**src/core/adcss_pkg.sv**
```systemverilog
// Constants for the converter sequence, stability and status slice.
// Assumes a 32-bit AHB-Lite bus decoded on the low address byte.
package adcss_pkg;
  localparam int          CH_N            = 16;
  localparam int          CH_W            = 4;
  localparam int          ADDR_W          = 8;
  // Register byte offsets
  localparam logic [7:0]  OFF_SEQ_DELAY   = 8'h78;
  localparam logic [7:0]  OFF_STAB        = 8'h84;
  localparam logic [7:0]  OFF_INT_SRC     = 8'h8C;
  localparam logic [7:0]  OFF_RES_FIRST   = 8'h90;
  localparam logic [7:0]  OFF_RES_LAST    = 8'hCC;
  localparam logic [7:0]  OFF_IRQ_STATUS  = 8'hE0;
  localparam logic [7:0]  OFF_IRQ_MASK    = 8'hE4;
  localparam logic [7:0]  OFF_SEQ_RUN     = 8'hE8;
  // Settle delay field
  localparam int          DLY_LSB         = 0;
  localparam int          DLY_W           = 6;
  localparam int          SETTLE_UNIT     = 25;
  localparam int          SETTLE_W        = 11;
  // Stability control fields
  localparam int          THR_LSB         = 0;
  localparam int          THR_W           = 7;
  localparam int          RSTLEN_LSB      = 8;
  localparam int          RSTLEN_W        = 5;
  localparam int          OVL_FLAG_BIT    = 16;
  localparam logic [6:0]  THR_RESET       = 7'h1E;
  localparam logic [4:0]  RSTLEN_RESET    = 5'h08;
  // Combined status fields
  localparam int          INT_CCC_BIT     = 31;
  localparam int          INT_DOF_BIT     = 29;
  localparam int          INT_SE_LSB      = 0;
  // Sequence run control fields
  localparam int          RUN_START_BIT   = 0;
  localparam int          RUN_CONT_BIT    = 1;
  localparam int          RUN_INCR_BIT    = 2;
  localparam int          RUN_STOP_BIT    = 3;
  localparam int          RUN_OSR_LSB     = 8;
  localparam int          OSR_W           = 8;
  localparam logic [7:0]  OSR_RESET       = 8'h64;
  localparam int          RUN_CHEN_LSB    = 16;
  // Result word fields
  localparam int          RES_DONE_BIT    = 0;
  localparam int          RES_OVL_BIT     = 1;
  localparam int          RES_ERR_BIT     = 2;
  localparam int          RES_DATA_LSB    = 4;
  localparam int          RES_DATA_W      = 12;
  // Interrupt event bits
  localparam int          IRQ_W           = 3;
  localparam int          IRQ_DONE        = 0;
  localparam int          IRQ_OVL         = 1;
  localparam int          IRQ_SEQEND      = 2;
  localparam logic [1:0]  HTRANS_NONSEQ   = 2'h2;

  typedef enum logic [1:0] {
    ADCSS_IDLE    = 2'h0,
    ADCSS_SETTLE  = 2'h1,
    ADCSS_CONVERT = 2'h3,
    ADCSS_ADVANCE = 2'h2
  } adcss_state_t;
endpackage

```
**src/core/adcss_top.sv**
```systemverilog
// Converter control slice: settle delay sequencer, modulator stability
// monitor, per-channel result status and combined interrupt status.
// Assumes modulator clock and bitstream arrive as asynchronous pins.
//
// Local design decision: the AHB-Lite interface to the registers.
module adcss_top
  import adcss_pkg::*;
(
  input  wire logic                          clk_sys,           // System clock
  input  wire logic                          reset,             // Sync reset, high
  input  wire logic                          hsel,              // Slave select
  input  wire logic [31:0]                   haddr,             // Byte address
  input  wire logic [1:0]                    htrans,            // Transfer type
  input  wire logic                          hwrite,            // Write access
  input  wire logic [2:0]                    hsize,             // Transfer size
  input  wire logic [31:0]                   hwdata,            // Write data
  input  wire logic                          hready,            // Bus ready
  output logic                               hreadyout,         // Slave ready
  output logic      [31:0]                   hrdata,            // Read data
  output logic                               hresp,             // Always OKAY
  input  wire logic                          modClk,            // Modulator clock pin
  input  wire logic                          modBit,            // Modulator bitstream
  output logic                               integratorReset,   // Modulator reset
  output logic      [adcss_pkg::CH_N-1:0]    channelEnable,     // Active channel
  output logic                               filterAccumulate,  // Filters running
  output logic                               converterInterrupt,// Combined interrupt
  output logic                               irqOut             // Masked event irq
);
  import adcss_pkg::*;

  function automatic logic [CH_W-1:0] nextChan(input logic [CH_N-1:0] mask,
                                               input logic [CH_W-1:0] cur);
    logic [CH_W-1:0] idx;
    logic            hit;
    nextChan = cur;
    hit      = 1'b0;
    for (int i = 1; i <= CH_N; i++) begin
      idx = cur + CH_W'(i);
      if (!hit && mask[idx]) begin
        nextChan = idx;
        hit      = 1'b1;
      end
    end
  endfunction

  function automatic logic [SETTLE_W-1:0] settleTicks(input logic [DLY_W-1:0] d);
    settleTicks = SETTLE_W'(d) * SETTLE_W'(SETTLE_UNIT);
  endfunction

  function automatic logic [CH_W-1:0] resIndex(input logic [ADDR_W-1:0] a);
    logic [ADDR_W-1:0] rel;
    rel      = a - OFF_RES_FIRST;
    resIndex = rel[CH_W+1:2];
  endfunction

  function automatic logic isResult(input logic [ADDR_W-1:0] a);
    isResult = (a >= OFF_RES_FIRST) && (a <= OFF_RES_LAST) && (a[1:0] == 2'h0);
  endfunction

  logic                    modClkSync1, modClkSync2, modClkSync3;
  logic                    modBitSync1, modBitSync2;
  logic                    modTick;
  logic                    dpValid, dpWrite;
  logic [ADDR_W-1:0]       dpAddr;
  logic                    addrTaken, readTaken, writeStrobe;
  logic [ADDR_W-1:0]       aAddr;
  logic [31:0]             readMux;
  logic [DLY_W-1:0]        settleDelay;
  logic [THR_W-1:0]        overloadRunThreshold;
  logic [RSTLEN_W-1:0]     overloadResetLength;
  logic [OSR_W-1:0]        oversamplingRatio;
  logic                    continuousMode, incrementalMode;
  logic [CH_N-1:0]         chanMask;
  logic                    startReq, stopReq;
  logic                    overloadFlag;
  logic                    prevBit;
  logic [THR_W:0]          runCount;
  logic [THR_W:0]          next_runCount;
  logic [RSTLEN_W-1:0]     rstCount;
  logic                    incrRst;
  logic                    sameBit, monitorOn, ovlDetect;
  adcss_state_t            state;
  logic [CH_W-1:0]         curChan, nxtChan;
  logic [SETTLE_W-1:0]     settleCnt;
  logic [OSR_W-1:0]        convCnt;
  logic [RES_DATA_W-1:0]   onesCnt;
  logic                    convOvl, convDone, convStart, seqEnd;
  logic [CH_N-1:0]         resDone, resOvl, resErr;
  logic [RES_DATA_W-1:0]   resData [CH_N];
  logic [IRQ_W-1:0]        irqStatus, irqMask, irqEvents;

  ////////////////////////////////////////////////////////////////////////
  // Pin synchronisers
  always_ff @(posedge clk_sys) begin
    if (reset) begin
      modClkSync1 <= 1'b0;
      modClkSync2 <= 1'b0;
      modClkSync3 <= 1'b0;
      modBitSync1 <= 1'b0;
      modBitSync2 <= 1'b0;
    end else begin
      modClkSync1 <= modClk;
      modClkSync2 <= modClkSync1;
      modClkSync3 <= modClkSync2;
      modBitSync1 <= modBit;
      modBitSync2 <= modBitSync1;
    end
  end
  assign modTick = modClkSync2 & ~modClkSync3;

  ////////////////////////////////////////////////////////////////////////
  // AHB-Lite slave, zero wait states
  assign aAddr       = haddr[ADDR_W-1:0];
  assign addrTaken   = hsel && hready && (htrans == HTRANS_NONSEQ);
  assign readTaken   = addrTaken && !hwrite;
  assign writeStrobe = dpValid && dpWrite;

  always_comb begin
    readMux = 32'h0000_0000;
    if (isResult(aAddr)) begin
      readMux[RES_DONE_BIT]                       = resDone[resIndex(aAddr)];
      readMux[RES_OVL_BIT]                        = resOvl[resIndex(aAddr)];
      readMux[RES_ERR_BIT]                        = resErr[resIndex(aAddr)];
      readMux[RES_DATA_LSB +: RES_DATA_W]         = resData[resIndex(aAddr)];
    end else begin
      unique case (aAddr)
        OFF_SEQ_DELAY: readMux[DLY_LSB +: DLY_W] = settleDelay;
        OFF_STAB: begin
          readMux[THR_LSB +: THR_W]       = overloadRunThreshold;
          readMux[RSTLEN_LSB +: RSTLEN_W] = overloadResetLength;
          readMux[OVL_FLAG_BIT]           = overloadFlag;
        end
        OFF_INT_SRC: begin
          readMux[INT_CCC_BIT]            = |resDone;
          readMux[INT_DOF_BIT]            = |resOvl;
          readMux[INT_SE_LSB +: CH_N]     = resDone;
        end
        OFF_IRQ_STATUS: readMux[IRQ_W-1:0] = irqStatus;
        OFF_IRQ_MASK:   readMux[IRQ_W-1:0] = irqMask;
        OFF_SEQ_RUN: begin
          readMux[RUN_CONT_BIT]           = continuousMode;
          readMux[RUN_INCR_BIT]           = incrementalMode;
          readMux[RUN_OSR_LSB +: OSR_W]   = oversamplingRatio;
          readMux[RUN_CHEN_LSB +: CH_N]   = chanMask;
        end
        default: readMux = 32'h0000_0000;
      endcase
    end
  end

  always_ff @(posedge clk_sys) begin
    if (reset) begin
      dpValid   <= 1'b0;
      dpWrite   <= 1'b0;
      dpAddr    <= '0;
      hrdata    <= 32'h0000_0000;
      hreadyout <= 1'b0;
      hresp     <= 1'b0;
    end else begin
      dpValid   <= addrTaken;
      dpWrite   <= hwrite;
      dpAddr    <= aAddr;
      hrdata    <= readTaken ? readMux : 32'h0000_0000;
      hreadyout <= 1'b1;
      hresp     <= 1'b0;
    end
  end

  ////////////////////////////////////////////////////////////////////////
  // Configuration registers
  always_ff @(posedge clk_sys) begin
    if (reset) begin
      settleDelay          <= '0;
      overloadRunThreshold <= THR_RESET;
      overloadResetLength  <= RSTLEN_RESET;
      oversamplingRatio    <= OSR_RESET;
      continuousMode       <= 1'b0;
      incrementalMode      <= 1'b0;
      chanMask             <= '0;
      irqMask              <= '0;
      startReq             <= 1'b0;
      stopReq              <= 1'b0;
    end else begin
      startReq <= 1'b0;
      stopReq  <= 1'b0;
      if (writeStrobe) begin
        unique case (dpAddr)
          OFF_SEQ_DELAY: settleDelay <= hwdata[DLY_LSB +: DLY_W];
          OFF_STAB: begin
            overloadRunThreshold <= hwdata[THR_LSB +: THR_W];
            overloadResetLength  <= hwdata[RSTLEN_LSB +: RSTLEN_W];
          end
          OFF_IRQ_MASK: irqMask <= hwdata[IRQ_W-1:0];
          OFF_SEQ_RUN: begin
            continuousMode    <= hwdata[RUN_CONT_BIT];
            incrementalMode   <= hwdata[RUN_INCR_BIT];
            oversamplingRatio <= hwdata[RUN_OSR_LSB +: OSR_W];
            chanMask          <= hwdata[RUN_CHEN_LSB +: CH_N];
            startReq          <= hwdata[RUN_START_BIT];
            stopReq           <= hwdata[RUN_STOP_BIT];
          end
          default: ;
        endcase
      end
    end
  end

  ////////////////////////////////////////////////////////////////////////
  // Stability monitor
  assign monitorOn     = (overloadResetLength != '0);
  assign sameBit       = (modBitSync2 == prevBit);
  assign next_runCount = sameBit ? ((&runCount) ? runCount : runCount + 1'b1)
                                 : '0;
  assign ovlDetect     = modTick && monitorOn && (rstCount == '0) && sameBit
                      && (next_runCount >= {1'b0, overloadRunThreshold});

  always_ff @(posedge clk_sys) begin
    if (reset) begin
      prevBit  <= 1'b0;
      runCount <= '0;
      rstCount <= '0;
    end else if (modTick) begin
      prevBit <= modBitSync2;
      if (ovlDetect) begin
        runCount <= '0;
        rstCount <= overloadResetLength;
      end else if (!monitorOn || rstCount != '0) begin
        runCount <= '0;
        rstCount <= monitorOn ? rstCount - 1'b1 : '0;
      end else begin
        runCount <= next_runCount;
      end
    end
  end

  // Incremental mode adds a one-tick reset at each conversion start
  always_ff @(posedge clk_sys) begin
    if (reset) begin
      incrRst         <= 1'b0;
      integratorReset <= 1'b0;
    end else begin
      if (convStart && incrementalMode) begin
        incrRst <= 1'b1;
      end else if (modTick) begin
        incrRst <= 1'b0;
      end
      integratorReset <= (rstCount != '0) || incrRst;
    end
  end

  // Set wins over the clearing read
  always_ff @(posedge clk_sys) begin
    if (reset) begin
      overloadFlag <= 1'b0;
    end else if (ovlDetect) begin
      overloadFlag <= 1'b1;
    end else if (readTaken && aAddr == OFF_STAB) begin
      overloadFlag <= 1'b0;
    end
  end

  ////////////////////////////////////////////////////////////////////////
  // Channel sequencer
  assign nxtChan   = nextChan(chanMask, curChan);
  assign convDone  = (state == ADCSS_CONVERT) && modTick
                  && (convCnt + 1'b1 >= oversamplingRatio);
  assign convStart = (state == ADCSS_SETTLE) && (settleCnt == '0);
  assign seqEnd    = (state == ADCSS_ADVANCE) && !continuousMode && (nxtChan <= curChan);

  always_ff @(posedge clk_sys) begin
    if (reset) begin
      state            <= ADCSS_IDLE;
      curChan          <= '0;
      settleCnt        <= '0;
      convCnt          <= '0;
      onesCnt          <= '0;
      convOvl          <= 1'b0;
      channelEnable    <= '0;
      filterAccumulate <= 1'b0;
    end else if (stopReq) begin
      state            <= ADCSS_IDLE;
      channelEnable    <= '0;
      filterAccumulate <= 1'b0;
    end else begin
      unique case (state)
        ADCSS_IDLE: begin
          if (startReq && chanMask != '0) begin
            curChan       <= nextChan(chanMask, {CH_W{1'b1}});
            channelEnable <= CH_N'(1) << nextChan(chanMask, {CH_W{1'b1}});
            settleCnt     <= settleTicks(settleDelay);
            state         <= ADCSS_SETTLE;
          end
        end
        ADCSS_SETTLE: begin
          if (settleCnt == '0) begin
            convCnt          <= '0;
            onesCnt          <= '0;
            convOvl          <= 1'b0;
            filterAccumulate <= 1'b1;
            state            <= ADCSS_CONVERT;
          end else if (modTick) begin
            settleCnt <= settleCnt - 1'b1;
          end
        end
        ADCSS_CONVERT: begin
          // Overload reset leaves the oversampling count running
          if (ovlDetect) begin
            convOvl <= 1'b1;
          end
          if (modTick) begin
            convCnt <= convCnt + 1'b1;
            onesCnt <= onesCnt + RES_DATA_W'(modBitSync2);
          end
          if (convDone) begin
            filterAccumulate <= 1'b0;
            state            <= ADCSS_ADVANCE;
          end
        end
        ADCSS_ADVANCE: begin
          if (seqEnd) begin
            channelEnable <= '0;
            state         <= ADCSS_IDLE;
          end else begin
            curChan       <= nxtChan;
            channelEnable <= CH_N'(1) << nxtChan;
            settleCnt     <= settleTicks(settleDelay);
            state         <= ADCSS_SETTLE;
          end
        end
      endcase
    end
  end

  ////////////////////////////////////////////////////////////////////////
  // Result status, cleared by reading the channel's result word
  always_ff @(posedge clk_sys) begin
    if (reset) begin
      resDone <= '0;
      resOvl  <= '0;
      resErr  <= '0;
      for (int i = 0; i < CH_N; i++) begin
        resData[i] <= '0;
      end
    end else begin
      for (int i = 0; i < CH_N; i++) begin
        if (convDone && curChan == CH_W'(i)) begin
          resDone[i] <= 1'b1;
          resOvl[i]  <= convOvl || ovlDetect;
          resErr[i]  <= convOvl || ovlDetect;
          resData[i] <= onesCnt + RES_DATA_W'(modBitSync2);
        end else if (readTaken && isResult(aAddr) && resIndex(aAddr) == CH_W'(i)) begin
          resDone[i] <= 1'b0;
          resOvl[i]  <= 1'b0;
          resErr[i]  <= 1'b0;
        end
      end
    end
  end

  ////////////////////////////////////////////////////////////////////////
  // Interrupts
  always_comb begin
    irqEvents             = '0;
    irqEvents[IRQ_DONE]   = convDone;
    irqEvents[IRQ_OVL]    = ovlDetect;
    irqEvents[IRQ_SEQEND] = seqEnd;
  end

  always_ff @(posedge clk_sys) begin
    if (reset) begin
      irqStatus <= '0;
    end else if (writeStrobe && dpAddr == OFF_IRQ_STATUS) begin
      irqStatus <= (irqStatus & ~hwdata[IRQ_W-1:0]) | irqEvents;
    end else begin
      irqStatus <= irqStatus | irqEvents;
    end
  end

  always_ff @(posedge clk_sys) begin
    if (reset) begin
      irqOut             <= 1'b0;
      converterInterrupt <= 1'b0;
    end else begin
      irqOut <= |(irqStatus & irqMask);
      if (convDone) begin
        converterInterrupt <= 1'b1;
      end else if (readTaken && aAddr == OFF_INT_SRC) begin
        converterInterrupt <= 1'b0;
      end
    end
  end

endmodule // adcss_top

```
**config.mk**
```make
export PLATFORM = sky130hd
export DESIGN_NAME = adcss_top
export DESIGN_NICKNAME = d
export VERILOG_FILES = /design/src/core/adcss_pkg.sv /design/src/core/adcss_top.sv
export SDC_FILE = /design/constraint.sdc
export NUM_CORES = 1
export LEC_CHECK = 0
export BUFFER_PORTS_ARGS = -buffer_cell sky130_fd_sc_hd__buf_4
export CAP_MARGIN = 40
export CORE_MARGIN = 4
export CORE_UTILIZATION = 40
export CTS_CLUSTER_DIAMETER = 40
export DETAILED_ROUTE_END_ITERATION = 10
export PLACE_DENSITY = 0.61
export SETUP_SLACK_MARGIN = 0.1
export SLEW_MARGIN = 20
export SYNTH_ARGS = -nofsm -noshare
export SYNTH_HDL_FRONTEND = slang
export SYNTH_SLANG_ARGS = --single-unit
```
**constraint.sdc**
```tcl
create_clock -name clk_sys -period 12.7 [get_ports clk_sys]
set_input_delay 1.905 -clock clk_sys [delete_from_list [all_inputs] [get_ports clk_sys]]
set_output_delay 1.905 -clock clk_sys [all_outputs]
set_load 0.01 [all_outputs]
```
* Word-level counts from Yosys, hierarchy flattened
Memory sizes are Yosys's and may differ from the RTL's.
Cells that the tools add are included.
** Cells by class
- Shift operators :: 2
- $lt $le $gt $ge :: 22
- Bitwise logic cells :: 28
- Equality and inequality tests :: 54
- Add/sub/neg operators :: 21
- Reductions and logical operators :: 172
- $mul :: 1
- Mux-type cells :: 330
** Operators by type and width (number)
- $mux 12 :: 19
- $mux 1 :: 219
- $mux 4 :: 37
- $lt 4x5->1 const B :: 17
- $logic_and 1x1->1 :: 83
- $bmux 1 s4 :: 18
- $eq 8x8->1 const B :: 9
- $eq 4x4->1 const B :: 16
- $mux 8 :: 6
- $mux 11 :: 4
- $reduce_bool 2->1 :: 22
- $logic_not 1->1 :: 33
- $pmux 11 s3 :: 1
- $add 4x4->4 const B :: 8
- $eq 4x3->1 const B :: 8
- $mux 16 :: 2
- $pmux 16 s2 :: 1
- $reduce_or 16->1 :: 2
- $shl 1x4->16 const A :: 2
- $pmux 12 s2 :: 1
- $add 4x3->4 const B :: 4
- $add 8x1->8 const B :: 2
- $eq 4x2->1 const B :: 4
- $eq 8x7->1 const B :: 2
- 52 further kinds :: 110
** Word-level totals
- Output and inout port bits :: 54
- Logic and storage cells :: 702
- Bits of input ports :: 76
- RAM bits :: 192
- Register bits :: 206
- Memories :: 1
** Memory list
- resData :: words 16, bits a word 12, rd ports 1, clocked after Yosys merged registers in 0, write ports 16, line adcss_top.sv:89 : logic [RES_DATA_W-1:0] resData [CH_N];

* Depth between registers and ports, before layout
Gate-level depths: netlist of run 1.
- Depth after elaboration :: 114
- Mapped depth :: 32
- Gate-level depth less buffers :: 23

* Least setup slack after synthesis of run 1
OpenSTA, ideal clock, no wires.
- Kind :: register to register
- Start :: register curChan[1]
- End :: register settleCnt[10]
- Arrival time :: 5.852 ns
- Buffers on the path :: 7
- Data required time :: 12.572 ns
- Clock period less this slack :: 5.979 ns
- Slack :: 6.721 ns
- Cell stages (with the launch flop) :: 30
- Library setup time :: 0.128 ns
- Cells stage by stage :: dfxtp_1 buf_6 buf_6 buf_2 clkbuf_1 inv_1 ha_1 buf_6 mux2_2 mux4_2 mux2_4 nand4b_4 or3_1 nor3b_1 a211oi_1 nor2_1 nand2b_1 buf_4 inv_2 ha_1 nor2b_1 o21ai_0 nand2b_1 a21oi_1 a41oi_1 nor3_1 nor3_1 clkbuf_1 a32oi_1 nor2_1
** Between the ends
- Word-level cells in the longest chain between the ends :: 53
- Elaborated cells on any way between the ends :: 112
- Classes of those cells :: 15 x add/sub; 1 x order compare; 1 x eq/ne; 63 x mux; 32 x reduce/logical
** Ends and longest elaborated chain
- start, declared :: line adcss_top.sv:83 : logic [CH_W-1:0] curChan, nxtChan;
- start signal, assigned :: line adcss_top.sv:288 : curChan <= nextChan(chanMask, {CH_W{1'b1}});
- start signal, assigned :: line adcss_top.sv:324 : curChan <= nxtChan;
- $add 4x1->4 :: line adcss_top.sv:38 : idx = cur + CH_W'(i);
- $bmux 1 s4 :: line adcss_top.sv:39 : if (!hit && mask[idx]) begin
- $mux 1 (not written as such) :: line adcss_top.sv:39
- $mux 1 :: line adcss_top.sv:39
- $logic_not 1->1 :: line adcss_top.sv:39
- $logic_and 1x1->1 :: line adcss_top.sv:39
- $mux 1 :: line adcss_top.sv:39
- $logic_not 1->1 :: line adcss_top.sv:39
- [37 not listed]
- $mux 1 :: line adcss_top.sv:39
- $logic_not 1->1 :: line adcss_top.sv:39
- $logic_and 1x1->1 :: line adcss_top.sv:39
- $mux 4 :: line adcss_top.sv:39
- $le 4x4->1 (*) :: line adcss_top.sv:268 : assign seqEnd = (state == ADCSS_ADVANCE) && !continuousMode && (nxtChan <= curChan);
- $logic_and 1x1->1 (*) :: line adcss_top.sv:268
- $ne 2x2->1 (no line) (*)
- $reduce_and 6->1 (no line) (*)
- end signal, assigned :: line adcss_top.sv:290 : settleCnt <= settleTicks(settleDelay);
- end signal, assigned :: line adcss_top.sv:302 : settleCnt <= settleCnt - 1'b1;
- end signal, assigned :: line adcss_top.sv:326 : settleCnt <= settleTicks(settleDelay);
- end, declared :: line adcss_top.sv:84 : logic [SETTLE_W-1:0] settleCnt;
Every way passes the cells marked *; elsewhere a longest branch is shown, timed or not. The select of a mux whose other input is x is not followed.
A chain may end at the register's enable or synchronous reset.

* Worst setup path after layout of run 1
- Start :: register curChan[0]
- End :: register curChan[2]
** Between the ends
- Word-level cells in the longest chain between the ends :: 53
- Elaborated cells on any way between the ends :: 114
- Classes of those cells :: 15 x add/sub; 1 x order compare; 1 x eq/ne; 65 x mux; 32 x reduce/logical
** Ends and longest elaborated chain (line)
- $add 4x1->4 :: adcss_top.sv:38
- $bmux 1 s4 :: adcss_top.sv:39
- $mux 1 (not written as such) :: adcss_top.sv:39
- $mux 1 :: adcss_top.sv:39
- $logic_not 1->1 :: adcss_top.sv:39
- $logic_and 1x1->1 :: adcss_top.sv:39
- $mux 1 :: adcss_top.sv:39
- $logic_not 1->1 :: adcss_top.sv:39
- [37 not listed]
- $mux 1 :: adcss_top.sv:39
- $logic_not 1->1 :: adcss_top.sv:39
- $logic_and 1x1->1 :: adcss_top.sv:39
- $mux 4 :: adcss_top.sv:39
- $le 4x4->1 :: adcss_top.sv:268
- $logic_and 1x1->1 :: adcss_top.sv:268
- $ne 2x2->1 (no line)
- $reduce_and 4->1 (no line)
Several ways; a longest one is shown, not always the timed one. The select of a mux whose other input is x is not followed.

==> flow_summary.json, run 1 <==
{
  "status": "finished clean",
  "hpwl_mm": 41.8,
  "routed_wl_mm": 59.5,
  "dieHeight_um": 236,
  "initial_core_util_pct": 40.4,
  "design.die.area_mm2": 0.0555,
  "slowest_delay_ns": 0.92,
  "synth-edff-count": 192,
  "cts_tree": "yes",
  "postCtsSetupRepairBufs": 0,
  "clock_latency_ns": 0.62,
  "wire_per_inst_um": 21.6,
  "min_path_type": "flip-flop to flip-flop",
  "yosys_warnings": 0,
  "cts_resized": 0,
  "ys_ff_latch": 398,
  "synth_fp_nets": 2100,
  "setup_slack_ns": 5.81,
  "drc_errors": 0,
  "tightestPinTransition_ns": 0.864,
  "crit_path_max_fanout": 17,
  "viasPerCell": 5.79,
  "cp.required_ns": 13.20,
  "path_buf_inv": 3,
  "avgSynthCellArea_um2": 10.6,
  "fin_tns_setup_ns": 0,
  "power_mw": 3.20,
  "cts-root-buf": "clkbuf_16",
  "cpLargestDelayFamily": "simple AND/OR/NAND/NOR gates",
  "drv_slew": 0,
  "core_mm2": 0.0513,
  "maxSlewHeadroom_pct": 40.8,
  "crit_path_top_delay_cell": "ha_1",
  "grt_setup_unrepaired": "no",
  "fin_cells": 2753,
  "overflow": 0,
  "drtAntennaViolNets": 0,
  "core.rowCount": 83,
  "crit_chain": "clkinv_1 > ha_1 > mux4_2 > mux2_2 > mux2i_1 > nand2b_1 > nor4_1 > nor3b_1 > a211oi_1 > nor2_1 > nand2b_1 > inv_2 > ha_1 > nor2b_1 > o21ai_0 > nand2b_1 > a21oi_1 > a41oi_1 > nor3_1 > buf_4 > nor3_1 > o21ai_0 > a21oi_1 > nor2_1",
  "cts-buffers-inserted": 61,
  "dpl.cell_count": 2633,
  "reg2reg_slack_ns": 5.81,
  "post-route-min-period_ns": 6.89,
  "cp_common_cell": "nand2b_1",
  "hold_buffers": 0,
  "h-tree-depth": 2,
  "grt_pass1_vias": 15800,
  "grt_antenna_before_repair": 0,
  "n_antenna_cell": 0,
  "synth_ff_type": "dfxtp_1",
  "ys_types": 90,
  "period_share_pct": 54.2,
  "p_per_area_mw_per_mm2": 132,
  "pre_cts_ws_ns": 5.99,
  "ir_drop_mv": 0.107,
  "critPathArrivalTime_ns": 7.38,
  "fin_skew_ns": 0.0246,
  "portBuffers": 100,
  "num_vias": 16000,
  "grt_first_pass_wirelength_mm": 92.2,
  "gp_congestion": 0.932,
  "ys_async_sr_fraction_pct": 0,
  "layout-drive-gt1-share_pct": 20.0,
  "cts.path.max_buffers": 3,
  "drt-initial-drc-count": 1525,
  "die_w_um": 236,
  "ios": 130,
  "fmax_ghz": 0.145,
  "final_nets": 2167,
  "syn_inst": 1953,
  "areaGrowthSynthToFinish_pct": 16.8,
  "cts.sinks": 398,
  "timing_hold_violations_final": 0,
  "leakagePower_nw": 9.33,
  "first_pass_iters": 6,
  "critPathKind": "flip-flop to flip-flop",
  "drv_cap": 0,
  "cts.clk_slew.worst_paths_ns": 0.06,
  "grt_max_degree": 58,
  "grt_usage_pct": 20.7,
  "startpoint_type": "flip-flop",
  "syn-cell-area_mm2": 0.0207,
  "ys_seq_area_share_pct": 47.7,
  "crit_path_end_kind": "flip-flop",
  "finalCoreUtilization_pct": 47.2,
  "setup_viol": 0
}
==> final cells by class <==
class                           count  area (um^2)
Clock buffer                       68         1570
Clock inverter                     48          531
Fill cell                        4719        27100
Inverter                           59          221
Multi-Input combinational cell   1359        10000
Sequential cell                   398         9890
Tap cell                          680          851
Timing Repair Buffer              141         1110
==> stage by stage <==
step | hold slack [ns] | cell area, um^2
floorplan | 0.414 | 20700
global route | 0.447 | 24200
detailed placement | 0.424 | 22100
finish | 0.433 | 24200
global placement | 0.424 | 22000
CTS | 0.436 | 24200
==> kinds of logic (layout without fill, tap and decap cells) <==
group                    count (synthesis)  in the layout  share of synthesized area, %
AND/OR/NAND/NOR                        715            715                          15.9
other                                    1              1                        0.0181
buffers and inverters                  196            316                          3.95
adder cells (fa/ha/maj)                 71             71                          4.32
flip-flops                             398            398                          47.7
AO/OA/AOI/OAI                          352            352                          11.2
multiplexers                           179            179                          15.0
XOR/XNOR                                41             41                          1.88
==> cells in the mapped netlist, types with 17 or more instances <==
| cell type | instances | area [um^2] |
|---|---|---|
| xor2_1 | 18 | 158 |
| a22oi_1 | 32 | 240 |
| nand3_1 | 65 | 325 |
| mux2i_1 | 52 | 521 |
| nand4_1 | 20 | 125 |
| a21oi_1 | 107 | 536 |
| o21ai_0 | 66 | 330 |
| mux4_2 | 97 | 2180 |
| xnor2_1 | 19 | 166 |
| nand2b_1 | 18 | 113 |
| mux2_2 | 22 | 248 |
| edfxtp_1 | 192 | 5770 |
| nor3_1 | 26 | 130 |
| nand2_1 | 193 | 724 |
| ha_1 | 70 | 876 |
| a21o_1 | 20 | 150 |
| dfxtp_1 | 206 | 4120 |
| inv_1 | 56 | 210 |
| or2_2 | 17 | 106 |
| clkbuf_1 | 100 | 375 |
| and3_1 | 18 | 113 |
| nor2b_1 | 30 | 188 |
| nor2_1 | 261 | 980 |
| and2_1 | 19 | 119 |
==> power breakdown <==
part | total [mW] | internal, mW | switching, mW
combinational | 0.120 | 0.0493 | 0.0711
clock | 1.70 | 1.05 | 0.648
sequential | 1.38 | 1.37 | 0.00777
==> flip-flops by register name, summed over array words and instances, names as in the netlist, 4 cells and up <==
signal                flops
settleCnt                11
onesCnt                  12
settleDelay               6
overloadResetLength       5
chanMask                 16
resData                 192
dpAddr                    8
resOvl                    7
rstCount                  5
channelEnable            16
curChan                   4
resErr                    9
hrdata                   32
oversamplingRatio         8
runCount                  8
overloadRunThreshold      7
resDone                  16
convCnt                   8
==> placed cells by master (no fill, tap or decap), types with 8 or more instances in the layout <==
master	count
nor2_1	260
dfxtp_1	206
nand2_1	193
edfxtp_1	192
buf_4	133
a21oi_1	107
mux4_2	97
ha_1	70
nand3_1	65
o21ai_0	65
clkbuf_16	61
inv_1	55
mux2i_1	52
a22oi_1	32
nor2b_1	30
nor3_1	25
mux2_2	22
nand4_1	20
a21o_1	20
xnor2_1	19
and2_1	19
xor2_1	18
and3_1	18
nand2b_1	18
or2_2	17
nor4_1	16
a31oi_1	15
a211oi_1	10
clkinvlp_4	10
o211ai_1	9
inv_6	9
nor3b_1	8
==> metal layers <==
metal	GRT usage, %	vias up	wire length [um]	share of wire [%]
met5	0	-	0	0
met4	8.12	0	2450	4.1
met3	3.77	151	3730	6.3
met2	35.0	613	29000	49
met1	26.6	7858	24400	41
li1	-	7331	-	-
==> final timing paths <==
check              startpoint           to  cells after the start
setup / recovery   curChan[0]   curChan[2]                     24
hold / removal    modClkSync1  modClkSync2                      1
setup reg to reg   curChan[0]   curChan[2]                     24
hold reg to reg   modClkSync1  modClkSync2                      1
(Power assumes the default switching activity.)
==> inputs of run 2 (changes only) <==
Settings changed: ABC_AREA from default to 1, PLACE_DENSITY 0.61 to 0.64.
Clock period 12.7 ns to 6 ns, I/O delays scaled along.
==> run 2 against run 1 <==
Compared with the run above: via count is 10% higher; power grew 110%; worst setup slack got worse by 5.2 ns; clock skew rose by 0.018 ns; synthesized cell count grew 27%; first-iteration DRC count increased by 6.8%; critical path type unchanged.
==> flow_summary.json, run 2 <==
{
  "status": "finished clean",
  "hold_end": "modBitSync2",
  "grt_setup_unrepaired": "no",
  "syn_inst": 2475,
  "setup_viol": 0,
  "yosysMostFrequentCell": "nand2_1",
  "slowest_delay_ns": 0.45,
  "grt_first_pass_wirelength_mm": 94.0,
  "leakagePower_nw": 9.67,
  "rr_worst_depth": 34,
  "drt-initial-drc-count": 1628,
  "hpwl_mm": 43.1,
  "synth-edff-count": 192,
  "ys_async_sr_fraction_pct": 0,
  "grt_pass1_vias": 16700,
  "layout-drive-gt1-share_pct": 11.4,
  "reg2reg_slack_ns": 0.58,
  "clock_latency_ns": 0.64,
  "tightestPinTransition_ns": 0.803,
  "crit_path_top_delay_cell": "dfxtp_2",
  "dieHeight_um": 232,
  "largest_reg_flops": 192,
  "overflow": 0,
  "drc_errors": 0,
  "num_vias": 17600,
  "design.die.area_mm2": 0.0538,
  "finalCoreUtilization_pct": 47.8,
  "first_pass_iters": 6,
  "wire_per_inst_um": 18.7,
  "period_share_pct": 90.4,
  "pre_cts_ws_ns": 0.207,
  "min_path_type": "flip-flop to flip-flop",
  "viasPerCell": 5.38,
  "n_antenna_cell": 0,
  "h-tree-depth": 2,
  "maxSlewHeadroom_pct": 46.3,
  "final_cell_mix": "nand2_1 (585), nor2_1 (297), inv_1 (253)",
  "drv_slew": 0,
  "final_nets": 2708,
  "timing_hold_violations_final": 0,
  "crit_path_end_kind": "flip-flop",
  "cts.clk_slew.worst_paths_ns": 0.06,
  "hold_buffers": 0,
  "synth_top_cells_by_count": "nand2_1 (585), nor2_1 (300), inv_1 (255)",
  "fin_skew_ns": 0.0423,
  "synth.area.top_cells": "edfxtp_1 (29%), dfxtp_1 (21%), nand2_1 (11%), nor2_1 (5.6%), inv_1 (4.8%)",
  "ios": 130,
  "areaGrowthSynthToFinish_pct": 17.4,
  "cp.required_ns": 6.52,
  "core_mm2": 0.0493,
  "postCtsSetupRepairBufs": 0,
  "ys_ff_latch": 398,
  "grt_antenna_before_repair": 1,
  "dpl_cell_area_mm2": 0.0214,
  "top_register": "resData",
  "design_area_mm2": 0.0235,
  "die_w_um": 232,
  "holdPathStages": 2,
  "post-route-min-period_ns": 5.42,
  "cts-root-buf": "clkbuf_16",
  "yosys_warnings": 0,
  "path_buf_inv": 7,
  "hold_path_startpoint": "modBitSync1",
  "synth_top_area_cell": "edfxtp_1",
  "startpoint": "curChan[1]",
  "synth_fp_nets": 2622,
  "gp_congestion": 0.974,
  "cts.sinks": 398,
  "ys_types": 60,
  "routed_wl_mm": 61.1,
  "drv_cap": 0,
  "ys_seq_area_share_pct": 49.3,
  "dpl.cell_count": 3162,
  "r2r-end": "curChan[1]",
  "portBuffers": 100,
  "cts_tree": "yes",
  "cts_resized": 0,
  "critPathArrivalTime_ns": 5.94,
  "p_per_area_mw_per_mm2": 283,
  "yosys.area.top_type_share_pct": 28.8,
  "cp_common_cell": "nand2_1",
  "startpoint_type": "flip-flop",
  "crit_path_max_fanout": 17,
  "drtAntennaViolNets": 0,
  "final_common_cell": "nand2_1",
  "synth_ff_type": "dfxtp_1",
  "fmax_ghz": 0.184,
  "avgSynthCellArea_um2": 8.10,
  "syn-cell-area_mm2": 0.0201,
  "fin_cells": 3275,
  "cts.path.max_buffers": 3,
  "setup_slack_ns": 0.578,
  "initial_core_util_pct": 40.7,
  "core.rowCount": 81,
  "ir_drop_mv": 0.251,
  "grt_max_degree": 62,
  "largestRegisters": "resData x192, hrdata x32",
  "rr_startpoint": "curChan[1]",
  "fillCellCount": 4783,
  "fin_tns_setup_ns": 0,
  "critPathKind": "flip-flop to flip-flop",
  "cpLargestDelayFamily": "simple AND/OR/NAND/NOR gates",
  "cts-buffers-inserted": 59,
  "grt_usage_pct": 22.0
}
==> run 2: how the worst max path moves through the flow <==
stage,slack [ns],cells after the start,to
2_1_floorplan,1.21,34,settleCnt[6]
3_3_place_gp,0.28,34,settleCnt[6]
3_5_place_dp,0.21,32,settleCnt[2]
4_1_cts,0.14,32,settleCnt[4]
5_1_grt,0.1,34,curChan[1]
6_report,0.58,34,curChan[1]
==> run 2: cells by family (layout without fill, tap and decap cells) <==
| logic type | count (synthesis) | in the layout | synth area share [%] |
|---|---|---|---|
| other cells | 1 | 1 | 0.0187 |
| simple gates | 1193 | 1193 | 25.5 |
| fa+ha+maj | 71 | 71 | 4.47 |
| xor+xnor | 27 | 27 | 1.33 |
| compound gates | 411 | 411 | 12.1 |
| buf+inv | 374 | 510 | 7.29 |
| flops | 398 | 398 | 49.3 |
==> run 2: stage by stage <==
step | total power [mW] | hold WS, ns
2_1_floorplan | 3.10 | 0.388
3_3_place_gp | 3.20 | 0.399
5_1_grt | 6.87 | 0.432
3_5_place_dp | 3.21 | 0.398
6_report | 6.67 | 0.410
4_1_cts | 6.71 | 0.413
==> run 2: layer usage <==
layer	wire, um	share of wire [%]	track usage [%]	vias up
li1	-	-	-	8491
met1	27300	45	30.0	8376
met2	28300	46	36.1	650
met3	3950	6.5	3.53	104
met4	1620	2.6	6.95	0
met5	0	0	0	-
==> run 2: power breakdown <==
part,internal (mW),switching [mW]
Clock,2.15,1.36
Combinational,0.0664,0.178
Sequential,2.89,0.0160
==> run 2: worst register-to-register path: cells and delay by family, from the launching register on <==
kind	cells	cell delay (ns)
AND/OR/NAND/NOR	20	2.55
buffers and inverters	7	0.88
AO/OA/AOI/OAI	5	0.71
flip-flops	1	0.45
adder cells (fa/ha/maj)	2	0.74
==> run 2: cell type report <==
class | instances | area, um^2 | area share, %
Multi-Input combinational cell | 1703 | 8740 | 37.1
Timing Repair Buffer | 127 | 963 | 4.09
Clock inverter | 39 | 440 | 1.87
Sequential cell | 398 | 9890 | 42.0
Inverter | 272 | 1030 | 4.38
Tap cell | 664 | 831 | 3.53
Clock buffer | 72 | 1640 | 6.96
==> inputs of run 3 (changes only) <==
Settings changed: PLACE_DENSITY 0.64 to default.
==> run 3 against run 2 <==
Compared with the run above: flip-flop and latch count is the same; power rose by 0.17%; fmax shrank 0.18%; clock-buffer cell count fell by 1; worst hold slack worse by 0.0026 ns; global-route usage increased by 0.088 points; register-to-register slack about the same; worst setup slack got worse by 0.0099 ns; sequential power hardly changed; final area hardly changed; die area unchanged; core utilization hardly changed; critical path type unchanged; critical endpoint is now channelEnable[7]; highest routed layer unchanged.
==> flow_summary.json, run 3 (synthesis gave the netlist of run 2 again) <==
{
  "final_cell_mix": "nand2_1 (585), nor2_1 (297), inv_1 (253)",
  "leakagePower_nw": 9.67,
  "design.die.area_mm2": 0.0538,
  "drc_errors": 0,
  "layout-drive-gt1-share_pct": 11.4,
  "viasPerCell": 5.33,
  "cts.clk_slew.worst_paths_ns": 0.06,
  "cts_tree": "yes",
  "grt_max_degree": 72,
  "ir_drop_mv": 0.266,
  "drv_cap": 0,
  "top_register": "resData",
  "fillCellCount": 4789,
  "grt_usage_pct": 22.1,
  "cts.path.max_buffers": 3,
  "cp_common_cell": "nand2_1",
  "status": "finished clean",
  "first_pass_iters": 5,
  "post-route-min-period_ns": 5.43,
  "fin_tns_setup_ns": 0,
  "grt_setup_unrepaired": "no",
  "largest_reg_flops": 192,
  "finalCoreUtilization_pct": 47.8,
  "grt_pass1_vias": 16800,
  "dieHeight_um": 232,
  "cts-buffers-inserted": 61,
  "largestRegisters": "resData x192, hrdata x32",
  "cpLargestDelayFamily": "simple AND/OR/NAND/NOR gates",
  "cts-root-buf": "clkbuf_16",
  "setup_viol": 0,
  "final_nets": 2712,
  "maxSlewHeadroom_pct": 42.7,
  "tightestPinTransition_ns": 0.855,
  "period_share_pct": 90.5,
  "num_vias": 17500,
  "fin_skew_ns": 0.0580,
  "areaGrowthSynthToFinish_pct": 17.4,
  "grt_antenna_before_repair": 1,
  "crit_path_end_kind": "flip-flop",
  "fmax_ghz": 0.184,
  "die_w_um": 232,
  "critPathArrivalTime_ns": 5.96,
  "p_per_area_mw_per_mm2": 284,
  "cts.sinks": 398,
  "crit_path_max_fanout": 12,
  "min_path_type": "flip-flop to flip-flop",
  "initial_core_util_pct": 40.7,
  "timing_hold_violations_final": 0,
  "critPathKind": "flip-flop to flip-flop",
  "slowest_delay_ns": 0.48,
  "drtAntennaViolNets": 0,
  "grt_first_pass_wirelength_mm": 94.0,
  "drt-initial-drc-count": 1488,
  "cp.required_ns": 6.53,
  "hold_buffers": 0,
  "routed_wl_mm": 60.9,
  "final_common_cell": "nand2_1",
  "h-tree-depth": 2,
  "gp_congestion": 0.936,
  "clock_latency_ns": 0.65,
  "ios": 130,
  "drv_slew": 0,
  "path_buf_inv": 5,
  "wire_per_inst_um": 18.6,
  "core_mm2": 0.0493,
  "overflow": 0,
  "cts_resized": 0,
  "hpwl_mm": 42.9,
  "startpoint_type": "flip-flop",
  "postCtsSetupRepairBufs": 0,
  "core.rowCount": 81,
  "portBuffers": 100,
  "crit_path_top_delay_cell": "dfxtp_1"
}
==> run 3: changes by cell type in the layout (fill, tap and decap cells not counted), sizes merged <==
cell      change
clkinvlp      +4
clkbuf        -1
buf           +2
bufinv        -1
diode         +1
inv           +3
==> run 3: metrics by stage <==
stage	std cells	hold WS [ns]	instance area, um^2	setup slack, ns	power (mW)
after global routing	3283	0.436	23500	0.106	6.89
after detailed placement	3165	0.394	21400	0.486	3.21
after global placement	3163	0.398	21400	0.612	3.20
after CTS	3281	0.408	23500	0.494	6.74
final	3283	0.408	23500	0.568	6.68
after floorplan	2475	0.388	20100	1.21	3.10
==> run 3: layer usage <==
metal / wire length [um] / track usage [%]
met1: 26400 / 29.4
met2: 28300 / 36.8
met3: 4250 / 3.82
met4: 1940 / 7.17
met5: 0 / 0
==> run 3: tightest hold or removal path: stages, from the launching register on <==
cell and delay, ns:
dfxtp_1 0.29, inv_1 0.04, nor2_1 0.03
==> run 3: path summary, 6_finish.rpt <==
check	end	start	slack (ns)	cells after the start
worst max register to register	channelEnable[7]	curChan[2]	0.57	29
worst min register to register	modBitSync2	modBitSync1	0.41	2
worst min-delay path	modBitSync2	modBitSync1	0.41	2
worst max-delay path	channelEnable[7]	curChan[2]	0.57	29
==> run 3: area by class of cell <==
class / instances / area [um^2] / area share, %
clock inverter: 45 / 485 / 2.06
antenna: 1 / 2.50 / 0.0106
tap: 664 / 831 / 3.53
sequential: 398 / 9890 / 42.0
multi-input combinational: 1703 / 8730 / 37.1
inverter: 272 / 1030 / 4.38
timing repair buffer: 129 / 966 / 4.10
clock buffer: 71 / 1610 / 6.85
==> run 3: where the power goes <==
| part | internal (mW) | switching (mW) |
|---|---|---|
| clock | 2.11 | 1.42 |
| combinational | 0.0662 | 0.177 |
| sequential | 2.89 | 0.0154 |
| total | 5.07 | 1.61 |
